File: config.mk
export PLATFORM = sky130hd
export DESIGN_NAME = stc_timer_core
export DESIGN_NICKNAME = d
export VERILOG_FILES = /design/src/design/stc_pkg.sv /design/src/design/stc_pin_sync.sv /design/src/design/stc_timer_core.sv
export SDC_FILE = /design/constraint.sdc
export NUM_CORES = 1
export LEC_CHECK = 0
export ABC_AREA = 1
export BUFFER_PORTS_ARGS = -buffer_cell sky130_fd_sc_hd__clkbuf_2
export CAP_MARGIN = 25
export CORE_UTILIZATION = 49
export CTS_CLUSTER_DIAMETER = 150
export DETAILED_ROUTE_END_ITERATION = 8
export GPL_TIMING_DRIVEN = 0
export PLACE_DENSITY = 0.68
export SETUP_SLACK_MARGIN = 0.15
export SYNTH_ARGS = -nofsm -noshare
export SYNTH_HDL_FRONTEND = slang
export SYNTH_HIERARCHICAL = 1
export SYNTH_SLANG_ARGS = --single-unit
File: constraint.sdc
create_clock -name sys_clk -period 2 [get_ports sys_clk]
set_input_delay 0.2 -clock sys_clk [delete_from_list [all_inputs] [get_ports sys_clk]]
set_output_delay 0.2 -clock sys_clk [all_outputs]
set_load 0.01 [all_outputs]
File: src/design/stc_pkg.sv
// shared constants and types of the sixteen-bit timer/counter core
package stc_pkg;
    // =========================================================
    // register map (byte wide, one index per register)
    localparam int STC_DATA_W = 8;
    localparam int STC_ADDR_W = 4;
    localparam logic [3:0] STC_OFS_COUNT_LOW = 4'h0;
    localparam logic [3:0] STC_OFS_COUNT_HIGH = 4'h1;
    localparam logic [3:0] STC_OFS_TIMER_CTRL = 4'h2;
    localparam logic [3:0] STC_OFS_GATE_CTRL = 4'h3;
    localparam logic [3:0] STC_OFS_STATUS = 4'h4;

    // =========================================================
    // timer_control_reg fields
    localparam int STC_CS_HI = 7;
    localparam int STC_CS_LO = 6;
    localparam int STC_PS_HI = 5;
    localparam int STC_PS_LO = 4;
    localparam int STC_OSCEN_BIT = 3;
    localparam int STC_SYNCDIS_BIT = 2;
    localparam int STC_ON_BIT = 0;
    // gate_control_reg and status fields
    localparam int STC_GATE_EN_BIT = 7;
    localparam int STC_OVF_BIT = 0;
    localparam int STC_WAKE_BIT = 1;

    // =========================================================
    // clock source codes
    localparam logic [1:0] STC_CS_INSTR = 2'h0;
    localparam logic [1:0] STC_CS_SYSTEM = 2'h1;
    localparam logic [1:0] STC_CS_EXT = 2'h2;
    localparam logic [1:0] STC_CS_CAPSENSE = 2'h3;

    // =========================================================
    // reset values and counts
    localparam logic [15:0] STC_COUNT_RST = 16'h0000;
    localparam logic [15:0] STC_COUNT_MAX = 16'hFFFF;
    localparam logic [7:0] STC_BYTE_ZERO = 8'h00;
    localparam logic [1:0] STC_PHASE_LAST = 2'h3;
    localparam logic [2:0] STC_PRE_ZERO = 3'h0;
    localparam logic [2:0] STC_PRE_ONE = 3'h1;
    localparam int STC_SYNC_STAGES = 3;
    localparam int STC_NUM_INPUTS = 3;
    localparam int STC_IN_EXT = 0;
    localparam int STC_IN_XTAL = 1;
    localparam int STC_IN_CPS = 2;

    typedef enum logic [1:0] {
        STC_ST_DISARMED = 2'b00,
        STC_ST_ARMED = 2'b01
    } stc_arm_e;
endpackage

File: src/design/stc_pin_sync.sv
// three-stage pin synchroniser with agreement filter and edge pulses
`timescale 1ns/1ns
module stc_pin_sync
    import stc_pkg::*;
(
    input wire logic sys_clk,
    input wire logic rstn,
    input wire logic pin_in,
    output logic level,
    output logic rise,
    output logic fall
);
    typedef struct packed {
        logic [STC_SYNC_STAGES-1:0] stage;
        logic level;
        logic rise;
        logic fall;
    } stc_sync_s;

    stc_sync_s cur_ff;
    stc_sync_s nxt_ff;

    always_comb begin
        nxt_ff = cur_ff;
        nxt_ff.stage = {cur_ff.stage[STC_SYNC_STAGES-2:0], pin_in};
        nxt_ff.rise = 1'b0;
        nxt_ff.fall = 1'b0;
        // stage 0 is only read by stage 1; stages 1 and 2 must agree
        if (cur_ff.stage[1] == cur_ff.stage[2] &&
            cur_ff.stage[2] != cur_ff.level) begin
            nxt_ff.level = cur_ff.stage[2];
            nxt_ff.rise = cur_ff.stage[2];
            nxt_ff.fall = ~cur_ff.stage[2];
        end
    end

    always_ff @(posedge sys_clk or negedge rstn) begin
        if (!rstn) begin
            cur_ff <= '0;
        end else begin
            cur_ff <= nxt_ff;
        end
    end

    assign level = cur_ff.level;
    assign rise = cur_ff.rise;
    assign fall = cur_ff.fall;
endmodule

File: src/design/stc_timer_core.sv
// sixteen-bit incrementing timer/counter core with byte register port
`timescale 1ns/1ns
//
// Contract
// - 16-bit up-counter seen as high and low byte; writes change bits.
// - instruction-clock source advances once per instruction cycle.
// - timer_on clear: off; gate_enable clear: always; else gated.
// - clock_select picks system, instruction, capsense, pin or crystal.
// - system clock gives four counts per instruction cycle.
// - external source counts on each rising edge of its input.
// - sync_disable set counts unsynchronised; clear aligns to clock.
// - counter mode needs a falling edge before first counted rise.
// - prescale_select divides the selected clock by 1, 2, 4 or 8.
// - prescaler hidden from software, cleared by any count byte write.
// - crystal_osc_enable starts crystal oscillator, running in sleep.
// - async external counting runs in sleep; overflow wakes processor.
// - byte reads valid while async; software handles overflow between.
// - all ones wraps to zero and sets the overflow flag.
module stc_timer_core
    import stc_pkg::*;
#(
    parameter int COUNT_W = 16,
    parameter int PRE_W = 3
)
(
    input wire logic sys_clk,
    input wire logic rstn,
    input wire logic [STC_ADDR_W-1:0] reg_addr,
    input wire logic [STC_DATA_W-1:0] reg_wdata,
    input wire logic reg_wr,
    input wire logic reg_rd,
    output logic [STC_DATA_W-1:0] reg_rdata,
    input wire logic external_count_input,
    input wire logic crystal_in_pin,
    output logic crystal_out_pin,
    input wire logic capsense_osc_in,
    input wire logic count_enable,
    input wire logic sleep_active,
    output logic overflow_flag,
    output logic wake_request,
    output logic crystal_running
);
    // =========================================================
    // state
    typedef struct packed {
        logic [COUNT_W-1:0] count;
        logic [PRE_W-1:0] pre;
        logic [1:0] phase;
        logic pending;
        stc_arm_e arm;
        logic [1:0] clock_select;
        logic [1:0] prescale_select;
        logic crystal_osc_enable;
        logic sync_disable;
        logic timer_on;
        logic gate_enable;
        logic overflow_flag;
        logic wake;
        logic xtal_out;
        logic [STC_DATA_W-1:0] rdata;
    } stc_core_s;

    stc_core_s cur_ff;
    stc_core_s nxt_ff;

    // =========================================================
    // input synchronisers
    logic [STC_NUM_INPUTS-1:0] pin_raw;
    logic [STC_NUM_INPUTS-1:0] pin_level;
    logic [STC_NUM_INPUTS-1:0] pin_rise;
    logic [STC_NUM_INPUTS-1:0] pin_fall;

    // the crystal pin feeds both the count path and the amplifier
    assign pin_raw[STC_IN_EXT] = external_count_input;
    assign pin_raw[STC_IN_XTAL] = crystal_in_pin;
    assign pin_raw[STC_IN_CPS] = capsense_osc_in;

    genvar gi;
    generate
        for (gi = 0; gi < STC_NUM_INPUTS; gi++) begin : g_sync
            stc_pin_sync u_sync (
                .sys_clk(sys_clk),
                .rstn(rstn),
                .pin_in(pin_raw[gi]),
                .level(pin_level[gi]),
                .rise(pin_rise[gi]),
                .fall(pin_fall[gi])
            );
        end
    endgenerate

    // =========================================================
    // decode helpers
    function automatic logic is_external(input logic [1:0] cs);
        return cs == STC_CS_EXT || cs == STC_CS_CAPSENSE;
    endfunction

    // ones mask: the prescaler wraps when its low bits are all set
    function automatic logic [PRE_W-1:0] pre_mask(input logic [1:0] ps);
        return PRE_W'((STC_PRE_ONE << ps) - STC_PRE_ONE);
    endfunction

    // both count bytes share the prescaler clear and the disarm
    function automatic logic is_count_byte(input logic [STC_ADDR_W-1:0] a);
        return a == STC_OFS_COUNT_LOW || a == STC_OFS_COUNT_HIGH;
    endfunction

    // control image for the read mux; bit 1 reads as zero
    function automatic logic [STC_DATA_W-1:0] ctrl_image(
        input logic [1:0] cs,
        input logic [1:0] ps,
        input logic osc,
        input logic sync_off,
        input logic on
    );
        logic [STC_DATA_W-1:0] img;
        img = STC_BYTE_ZERO;
        img[STC_CS_HI:STC_CS_LO] = cs;
        img[STC_PS_HI:STC_PS_LO] = ps;
        img[STC_OSCEN_BIT] = osc;
        img[STC_SYNCDIS_BIT] = sync_off;
        img[STC_ON_BIT] = on;
        return img;
    endfunction

    // status image: overflow and wake sticky bits
    function automatic logic [STC_DATA_W-1:0] status_image(
        input logic ovf,
        input logic wk
    );
        logic [STC_DATA_W-1:0] img;
        img = STC_BYTE_ZERO;
        img[STC_OVF_BIT] = ovf;
        img[STC_WAKE_BIT] = wk;
        return img;
    endfunction

    // =========================================================
    // next state
    logic src_tick;
    logic src_rise;
    logic src_fall;
    logic src_level;
    logic instr_tick;
    logic run_en;
    logic may_run;
    logic pre_tick;
    logic wr_byte;
    logic ext_mode;
    logic wrap_now;

    always_comb begin
        nxt_ff = cur_ff;
        src_tick = 1'b0;
        src_rise = 1'b0;
        src_fall = 1'b0;
        src_level = 1'b0;
        pre_tick = 1'b0;
        wrap_now = 1'b0;
        ext_mode = is_external(cur_ff.clock_select);
        instr_tick = cur_ff.phase == STC_PHASE_LAST;
        wr_byte = reg_wr && is_count_byte(reg_addr);
        // phase runs free from reset, so ticks need no enable of their own
        nxt_ff.phase = cur_ff.phase + 2'h1;

        // source selection
        unique case (cur_ff.clock_select)
            STC_CS_INSTR: src_tick = instr_tick;
            STC_CS_SYSTEM: src_tick = 1'b1;
            STC_CS_EXT: begin
                if (cur_ff.crystal_osc_enable) begin
                    src_rise = pin_rise[STC_IN_XTAL];
                    src_fall = pin_fall[STC_IN_XTAL];
                    src_level = pin_level[STC_IN_XTAL];
                end else begin
                    src_rise = pin_rise[STC_IN_EXT];
                    src_fall = pin_fall[STC_IN_EXT];
                    src_level = pin_level[STC_IN_EXT];
                end
            end
            STC_CS_CAPSENSE: begin
                src_rise = pin_rise[STC_IN_CPS];
                src_fall = pin_fall[STC_IN_CPS];
                src_level = pin_level[STC_IN_CPS];
            end
        endcase

        // enable table, gate logic lives outside
        run_en = cur_ff.timer_on &&
                 (!cur_ff.gate_enable || count_enable);
        // only the unsynchronised external path survives sleep
        may_run = !sleep_active || (ext_mode && cur_ff.sync_disable);

        // counter mode arming: a fall must come first
        if (ext_mode) begin
            // disabling disarms, so the next enable waits for a fall
            if (!cur_ff.timer_on) begin
                nxt_ff.arm = STC_ST_DISARMED;
            end else if (src_fall) begin
                nxt_ff.arm = STC_ST_ARMED;
            end
            if (cur_ff.arm == STC_ST_ARMED && src_rise) begin
                if (cur_ff.sync_disable) begin
                    src_tick = 1'b1;
                end else begin
                    nxt_ff.pending = 1'b1;
                end
            end
            // synchronised edges wait for the instruction phase
            // one edge waits at most; faster input edges merge into it
            if (!cur_ff.sync_disable && cur_ff.pending && instr_tick) begin
                src_tick = 1'b1;
                nxt_ff.pending = src_rise && cur_ff.arm == STC_ST_ARMED;
            end
            // a waiting edge is dropped on entry to async mode
            if (cur_ff.sync_disable) begin
                nxt_ff.pending = 1'b0;
            end
        end else begin
            nxt_ff.pending = 1'b0;
        end

        // prescaler
        if (run_en && may_run && src_tick) begin
            if ((cur_ff.pre & pre_mask(cur_ff.prescale_select)) ==
                pre_mask(cur_ff.prescale_select)) begin
                nxt_ff.pre = STC_PRE_ZERO;
                pre_tick = 1'b1;
            end else begin
                nxt_ff.pre = cur_ff.pre + STC_PRE_ONE;
            end
        end

        // counter and wrap
        wrap_now = pre_tick && cur_ff.count == STC_COUNT_MAX;
        if (pre_tick) begin
            nxt_ff.count = cur_ff.count + COUNT_W'(1);
            if (wrap_now) begin
                nxt_ff.overflow_flag = 1'b1;
                if (sleep_active) begin
                    nxt_ff.wake = 1'b1;
                end
            end
        end

        // register writes; flag set beats a software clear
        // a byte write in a counting cycle wins over the increment in the written byte; the other byte still takes the increment
        if (reg_wr) begin
            unique case (reg_addr)
                STC_OFS_COUNT_LOW: begin
                    nxt_ff.count[STC_DATA_W-1:0] = reg_wdata;
                end
                STC_OFS_COUNT_HIGH: begin
                    nxt_ff.count[COUNT_W-1:STC_DATA_W] = reg_wdata;
                end
                STC_OFS_TIMER_CTRL: begin
                    nxt_ff.clock_select = reg_wdata[STC_CS_HI:STC_CS_LO];
                    nxt_ff.prescale_select = reg_wdata[STC_PS_HI:STC_PS_LO];
                    nxt_ff.crystal_osc_enable = reg_wdata[STC_OSCEN_BIT];
                    nxt_ff.sync_disable = reg_wdata[STC_SYNCDIS_BIT];
                    nxt_ff.timer_on = reg_wdata[STC_ON_BIT];
                    // re-enabling with input low still needs a fall
                    if (reg_wdata[STC_ON_BIT] && !cur_ff.timer_on &&
                        !src_level) begin
                        nxt_ff.arm = STC_ST_DISARMED;
                    end
                end
                STC_OFS_GATE_CTRL: begin
                    nxt_ff.gate_enable = reg_wdata[STC_GATE_EN_BIT];
                end
                STC_OFS_STATUS: begin
                    if (!reg_wdata[STC_OVF_BIT] && !wrap_now) begin
                        nxt_ff.overflow_flag = 1'b0;
                    end
                    if (!reg_wdata[STC_WAKE_BIT] &&
                        !(wrap_now && sleep_active)) begin
                        nxt_ff.wake = 1'b0;
                    end
                end
                default: begin
                end
            endcase
        end

        // byte write clears prescaler and disarms counter mode
        if (wr_byte) begin
            nxt_ff.pre = STC_PRE_ZERO;
            nxt_ff.arm = STC_ST_DISARMED;
            nxt_ff.pending = 1'b0;
        end

        // crystal amplifier, independent of sleep
        // inverts the synchronised pin; the raw pin never reaches xtal_out directly
        nxt_ff.xtal_out = cur_ff.crystal_osc_enable &&
                          !pin_level[STC_IN_XTAL];

        // read data from the registered count, never torn
        // zero outside the read slot, so the port idles at a known level
        nxt_ff.rdata = STC_BYTE_ZERO;
        if (reg_rd) begin
            unique case (reg_addr)
                STC_OFS_COUNT_LOW: begin
                    nxt_ff.rdata = cur_ff.count[STC_DATA_W-1:0];
                end
                STC_OFS_COUNT_HIGH: begin
                    nxt_ff.rdata = cur_ff.count[COUNT_W-1:STC_DATA_W];
                end
                STC_OFS_TIMER_CTRL: begin
                    nxt_ff.rdata = ctrl_image(cur_ff.clock_select,
                        cur_ff.prescale_select, cur_ff.crystal_osc_enable,
                        cur_ff.sync_disable, cur_ff.timer_on);
                end
                STC_OFS_GATE_CTRL: begin
                    nxt_ff.rdata[STC_GATE_EN_BIT] = cur_ff.gate_enable;
                end
                STC_OFS_STATUS: begin
                    nxt_ff.rdata = status_image(cur_ff.overflow_flag,
                        cur_ff.wake);
                end
                default: nxt_ff.rdata = STC_BYTE_ZERO;
            endcase
        end
    end

    // =========================================================
    // registers
    always_ff @(posedge sys_clk or negedge rstn) begin
        if (!rstn) begin
            cur_ff <= '0;
            cur_ff.count <= STC_COUNT_RST;
            cur_ff.arm <= STC_ST_DISARMED;
        end else begin
            cur_ff <= nxt_ff;
        end
    end

    // every output is a plain copy of a state flop
    assign reg_rdata = cur_ff.rdata;
    assign overflow_flag = cur_ff.overflow_flag;
    assign wake_request = cur_ff.wake;
    assign crystal_out_pin = cur_ff.xtal_out;
    assign crystal_running = cur_ff.crystal_osc_enable;
endmodule

# == Yosys cells after proc, flatten, opt, wreduce, memory -nomap -nowiden ==
# Cells that the tools add are included.
# totals
wordCells,135
input_bits,21
register_bits,61
# op_classes
add_sub_neg,4
eq_ne,18
shifts,1
n_reduce_logical,37
muxes,44
n_bitwise,4
# op_table
op,count
$mux 16,2
$pmux 7 s4,1
$mux 8,3
$mux 2,10
$logic_and 1x1->1,18
$mux 1,17
$add 16x1->16 const B,1
$eq 16x16->1 const B,1
$mux 12,1
$mux 3,4
$logic_not 1->1,10
$mux 9,1
$eq 4x2->1 const B,2
$pmux 1 s2,4
$eq 2x2->1 const B,3
$ne 5x3->1 const B,1
$eq 2x1->1 const B,2
$eq 4x1->1 const B,1
$eq 4x3->1 const B,1
$logic_not 4->1,1
$logic_or 1x1->1,4
$pmux 1 s4,1
$reduce_and 2->1,2
$add 3x1->3 const B,1
other kinds (10),16

# == Logic depth before layout (Yosys ltp) ==
# Gate-level depths: netlist of run 1.
# logic_depth
word_depth,16
depth_mapped,13

# == Modules after synthesis ==
# Netlist of run 1, hierarchy kept.
# modules_own_cells
module,seq_area_each_um2,n_inst,cells_per_inst,area_each_um2
stc_timer_core,1076.0,1,383,2733.9
stc_pin_sync,150.1,3,12,175.2

# == Least setup slack after synthesis of run 1 ==
# OpenSTA, ideal clock, no wires.
# synth_path
path_type,reg2reg
start,reg cur_ff (netlist bit crystal_running)
end,reg cur_ff[34] in the netlist's numbering
path_stages_with_launch,14
arrival_time_ns,1.392
setup_slack_ns,0.495
path_cell_list,dfrtp_1 inv_1 nand2_1 nand2_1 nand2_1 nand2_1 nand3_2 nand2_4 nand3_4 buf_6 nand2_1 nand3_1 nand2_1 inv_1
# synth_lines
item,line,text
"start, declared",stc_timer_core.sv:63,stc_core_s cur_ff;
"start signal, assigned",stc_timer_core.sv:333,cur_ff <= nxt_ff;

==> impl_metrics.ini, run 1 <==
[final_layout]
final_area_mm2 = 0.00386
diodes = 0
layout_commonest_cell = nand2_1
drive_gt1_frac = 0.197
seqCellArea_mm2 = 0.00153
final_cell_mix = nand2_1, dfrtp_1, inv_1, nand3_1, nor2_1
multiInputGateArea_mm2 = 0.00142
nNetsFinal = 501
n_fill_cell = 587
area_delta_synth_final_pct = 18.5

[timing]
slew_headroom = 0.452
rsz0062_at_grt = false
skew_ns = 0.0120
max_freq_mhz = 579
worst_slew_pin_slew_ns = 0.823
min_period_ns = 1.73
drv_slew = 0
finalCritPeriodShare = 0.863
final_hold_viol_count = 0
setup_tns_ns = 0
setup_viol = 0

[clock_tree]
cts_max_level = 3
cts_buffer_depth = 2
numCtsBuffers = 9
cts_tree = done
cts-root-buf = clkbuf_8
clk_pin_slew_ns = 0.08
cts.sinks = 61
insertion_delay_ns = 0.35

[floorplanning]
die_y_um = 83.6
die_area_mm2 = 0.00698
placementRows = 29
num_io_pins = 33
start_util = 0.510
core-area_mm2 = 0.00639
die_w_um = 83.6

[detailed_routing]
vias_per_cell = 5.30
ant_nets = 0
dr.pass1.iters = 5
initialDrtViolationCount = 326
wire_per_inst_um = 14.8
via_count = 2963
drc = 0
wirelength_mm = 8.28

[grt]
first_global_vias = 2736
grt_pass1_wl_mm = 13.7
globalRoute.totalOverflow = 0
grt_max_degree = 62
grt_antenna_before_repair = 0
grtUsageTotal = 0.255

[worst_setup_path]
cp.arrival_ns = 1.98
worst-path-max-fanout = 10
path_class = reg2reg
cp-start-kind = register
crit_path_end_kind = register
crit_required_ns = 2.25

[place]
globalplace.congestion = 0.906
hpwlAfterDp_mm = 5.84
port-buffer-count = 32
place_area_mm2 = 0.00352

[power]
peakVddDrop_v = 0.000619
powerDensity_mw_per_mm2 = 1140
cellLeakagePower_nw = 2.06

[synthesis]
yosysWarnings = 6
yosysUniqueCellTypes = 34
synth_seq_cells = 61
syn_nets = 443
synth-seq-area-share = 0.468
syn_area_mm2 = 0.00326
syn-instance-count = 419
avgSynthCellArea_um2 = 7.78

[status]
status = finished clean

[worst_hold_path]
hold_path.class = in2reg

[job]
max-cap-violations = 0
synth_stat cells, drive strengths merged:
master    n  area (um2)
a21oi     7        35.0
a221oi    2        17.5
a31oi     1        6.26
and2      1        6.26
buf      13        96.3
dfrtp    61        1530
ha        3        37.5
inv      65         244
nand2   118         450
nand3    39         213
nand3b    1        7.51
nand4    21         131
nor2     41         189
nor3      9        56.3
nor4b     1        8.76
o211ai    1        7.51
o21a      1        7.51
o21ai    18        90.1
o221ai    3        26.3
o22ai     3        18.8
o31ai     1        7.51
or2       1        6.26
xnor2     2        17.5
xor2      6        52.6
final timing paths:
path	from	to	slack (ns)	cells after the start
worst min register to register	g_sync[1].u_sync/cur_ff[3]$_DFF_PN0_	g_sync[1].u_sync/cur_ff[4]$_DFF_PN0_	0.35	0
max in group asynchronous	rstn	cur_ff[27]$_DFF_PN0_	0.91	2
worst min-delay path	reg_wdata[5]	cur_ff[16]$_DFFE_PN0P_	0.08	3
worst max-delay path	cur_ff[22]$_DFF_PN0_	cur_ff[36]$_DFF_PN0_	0.27	9
min in group asynchronous	rstn	cur_ff[22]$_DFF_PN0_	0.51	2
worst max register to register	cur_ff[22]$_DFF_PN0_	cur_ff[36]$_DFF_PN0_	0.27	9
power breakdown:
group,switching [mW],internal (mW),total (mW),leakage [nW]
clock network,0.544,0.530,1.07,0.0965
registers,0.365,1.52,1.88,0.759
logic,0.900,0.558,1.46,1.20
routing by layer:
metal	up-vias	share of wire	GRT usage
met5	-	0	0
met4	0	0.025	0.106
met3	22	0.058	0.0475
met2	99	0.44	0.379
met1	1378	0.48	0.367
li1	1464	-	-
kinds of logic after synthesis:
logic type      synth area share
buf+inv                    0.104
xor+xnor                  0.0215
fa+ha+maj                 0.0115
compound gates            0.0664
simple gates               0.328
flops                      0.468
worst max-delay path: stages (launching register included):
cell and delay [ns]:
dfrtp_1 0.39, ha_1 0.24, a31oi_2 0.26, nand2_4 0.11, buf_4 0.16, buf_4 0.17
nand4_1 0.10, nand3_1 0.09, nand2_1 0.06, inv_1 0.03
what timing repair did:
item | 4_1_cts | 5_1_grt
endpoints found under the hold margin | 11 | 0
setup endpoints to repair | 2 | 19
hold buffers | 4 | 0
gates resized for setup | 1 | 7
pin swaps | 0 | 3
setup buffers | 0 | 11
flip-flops by register name (all words and copies together), names as in the netlist:
| signal | count |
|---|---|
| g_sync.u_sync/rise | 3 |
| wake_request | 1 |
| g_sync.u_sync/level | 3 |
| g_sync.u_sync/cur_ff | 9 |
| g_sync.u_sync/fall | 3 |
| cur_ff | 31 |
| crystal_running | 1 |
| crystal_out_pin | 1 |
| overflow_flag | 1 |
| reg_rdata | 8 |
final cells by class:
class / count / share of cell area
tap: 77 / 0.0250
clock buffer: 11 / 0.0392
multi-input combinational: 280 / 0.367
buffer: 13 / 0.0250
inverter: 65 / 0.0632
timing repair buffer: 47 / 0.0739
sequential: 61 / 0.396
clock inverter: 5 / 0.0110
per-stage QoR:
stage | instances | worst slack, ns | util | power [mW] | hold slack, ns
4_1_cts | 548 | 0.177 | 0.588 | 4.27 | 0.0732
5_1_grt | 559 | 0.140 | 0.605 | 4.73 | 0.0971
3_5_place_dp | 528 | 0.135 | 0.551 | 3.19 | 0.310
3_3_place_gp | 528 | 0.143 | 0.551 | 3.17 | 0.309
2_1_floorplan | 419 | 0.495 | - | 2.76 | -0.0956
6_report | 559 | 0.273 | 0.605 | 4.41 | 0.0768
(Power assumes the default switching activity.)
==> run 2: changes to the inputs <==
--- a/config.mk
+++ b/config.mk
@@ -5,7 +5,6 @@
 export SDC_FILE = /design/constraint.sdc
 export NUM_CORES = 1
 export LEC_CHECK = 0
-export ABC_AREA = 1
 export BUFFER_PORTS_ARGS = -buffer_cell sky130_fd_sc_hd__clkbuf_2
 export CAP_MARGIN = 25
 export CORE_UTILIZATION = 49
==> impl_metrics.ini, run 2 <==
[clock_tree]
cts-root-buf = clkbuf_8
numCtsBuffers = 9
cts_buffer_depth = 2
cts.sinks = 61
insertion_delay_ns = 0.34
clk_pin_slew_ns = 0.08
cts_max_level = 3
cts_tree = done

[power]
peakVddDrop_v = 0.000542
powerDensity_mw_per_mm2 = 962
cellLeakagePower_nw = 1.64

[grt]
first_global_vias = 2263
grt-busiest-layer = met1
grtUsageMet2 = 0.339
grt_pass1_wl_mm = 11.5
grt_antenna_before_repair = 0
grtUsageTotal = 0.242
globalRoute.totalOverflow = 0
met3_usage = 0.0528
use_met1 = 0.351
grt_max_degree = 62

[synthesis]
async_flop_share = 1.00
synth-seq-area-share = 0.502
synth_area_leaders = dfrtp_1, nor2_1, nand3_1
yosysUniqueCellTypes = 49
synthFlopType = dfrtp_1
synth_seq_cells = 61
avgSynthCellArea_um2 = 10.4
synth_area_leader_cell = dfrtp_1
synth.most_common_cell = dfrtp_1
yosysWarnings = 6
syn-instance-count = 292
synth_edf_count = 0
synth_top_area_frac = 0.502
synth_common_cells = dfrtp_1, nor2_1, nand3_1
syn_area_mm2 = 0.00304
syn_nets = 316

[detailed_routing]
vias_per_cell = 5.99
wirelength_mm = 7.42
initialDrtViolationCount = 235
ant_nets = 0
dr.pass1.iters = 5
via_count = 2624
drc = 0
wire_per_inst_um = 16.9

[timing]
min_period_ns = 1.91
worst_slew_pin_slew_ns = 0.814
rsz0062_at_grt = true
setup_viol = 0
final_hold_viol_count = 39
finalCritPeriodShare = 0.956
slew_headroom = 0.457
drv_slew = 0
max_freq_mhz = 523
setup_tns_ns = 0
fin_hold_ws_ns = -0.0166
skew_ns = 0.00936
fin_ws_ns = 0.0883

[place]
hpwlAfterDp_mm = 4.84
globalplace.congestion = 0.882
port-buffer-count = 31
dp.cells = 398
pre_cts_ws_ns = -0.264

[worst_setup_path]
cp-start-kind = register
slowest_delay_ns = 0.49
critical_path.startpoint = cur_ff[28]$_DFF_PN0_
crit_slowest_cell = or4_1
path_class = reg2reg
path_cells = ha_2 -> and3_4 -> nand4_1 -> clkbuf_8 -> or4_1 -> a31oi_1
cp.arrival_ns = 2.17
crit_path_end_kind = register
worst-path-max-fanout = 8
worstReg2RegStart = cur_ff[28]$_DFF_PN0_
crit_required_ns = 2.26

[floorplanning]
die_y_um = 80.8
core-area_mm2 = 0.00596
die_area_mm2 = 0.00653
num_io_pins = 33
start_util = 0.511
placementRows = 28
die_w_um = 80.8

[final_layout]
drive_gt1_frac = 0.320
area_delta_synth_final_pct = 24.0
layout_commonest_cell = dfrtp_1
top_register = cur_ff
diodes = 0
final_cell_mix = dfrtp_1, clkbuf_2, buf_4, nor2_1, nand3_1
nNetsFinal = 382
largest_reg_flops = 31
stdcell_count = 438
n_fill_cell = 499

[status]
violations = hold timing
status = finished, violations left

[job]
max-cap-violations = 0

[worst_hold_path]
hold_path.class = in2async
==> run 2: repair_timing <==
item,4_1_cts,5_1_grt
endpoints found under the setup margin,21,20
hold endpoints to repair,3,0
cloned,1,0
hold buffers,3,0
pin swaps,11,10
setup buffers,9,11
resized for setup,15,12
==> run 2: logic make-up (layout without fill, tap and decap cells) <==
logic type               count (synthesis)  count (layout)  synth area share
adder cells (fa/ha/maj)                  7               7            0.0267
AO/OA/AOI/OAI                           63              63             0.142
AND/OR/NAND/NOR                        118             118             0.217
flip-flops                              61              61             0.502
multiplexers                            18              18            0.0683
buffers and inverters                   25              96            0.0444
==> run 2: power by group <==
part | switching [mW] | internal (mW) | total (mW)
sequential | 0.225 | 1.41 | 1.64
combinational | 0.499 | 0.508 | 1.01
clock | 0.502 | 0.483 | 0.985
total | 1.23 | 2.40 | 3.63
==> run 2: worst max-delay path: cells and delay by family, from the launching register on <==
| kind | cells | cell delay (ns) |
|---|---|---|
| DFF | 1 | 0.44 |
| adders and majority gates | 1 | 0.23 |
| AOI/OAI and AO/OA | 1 | 0.16 |
| buffers and inverters | 1 | 0.20 |
| and+or+nand+nor | 3 | 0.80 |
==> run 2: layout make-up <==
class / instances / area (um2) / share of cell area
tap: 75 / 93.8 / 0.0249
clock buffer: 11 / 141 / 0.0375
sequential: 61 / 1530 / 0.406
inverter: 6 / 22.5 / 0.00597
buffer: 19 / 141 / 0.0375
multi-input combinational: 206 / 1460 / 0.388
clock inverter: 5 / 36.3 / 0.00962
timing repair buffer: 55 / 343 / 0.0909
==> run 2: metal layers <==
| metal | part of all wire | vias to the layer above |
|---|---|---|
| met5 | 0 | - |
| met4 | 0.029 | 0 |
| met3 | 0.068 | 16 |
| met2 | 0.45 | 118 |
| met1 | 0.45 | 1272 |
| li1 | - | 1218 |
==> run 2: final timing paths <==
path	endpoint	slack, ns	cells past startpoint
min in group sys_clk	reg_rdata[7]$_DFF_PN0_	0.11	2
setup / recovery	cur_ff[37]$_DFF_PN0_	0.09	6
hold / removal	g_sync[1].u_sync/cur_ff[5]$_DFF_PN0_	-0.02	1
hold reg to reg	g_sync[1].u_sync/cur_ff[4]$_DFF_PN0_	0.35	0
setup reg to reg	cur_ff[37]$_DFF_PN0_	0.09	6
max in group asynchronous	cur_ff[17]$_DFFE_PN0P_	1.44	1
==> run 2: stage by stage <==
stage | area, um2 | utilization | total power, mW
final | 3770 | 0.633 | 3.63
after CTS | 3630 | 0.609 | 3.49
after global routing | 3770 | 0.633 | 3.82
after detailed placement | 3290 | 0.553 | 2.40
after global placement | 3290 | 0.553 | 2.38
after floorplan | 3040 | - | 2.14
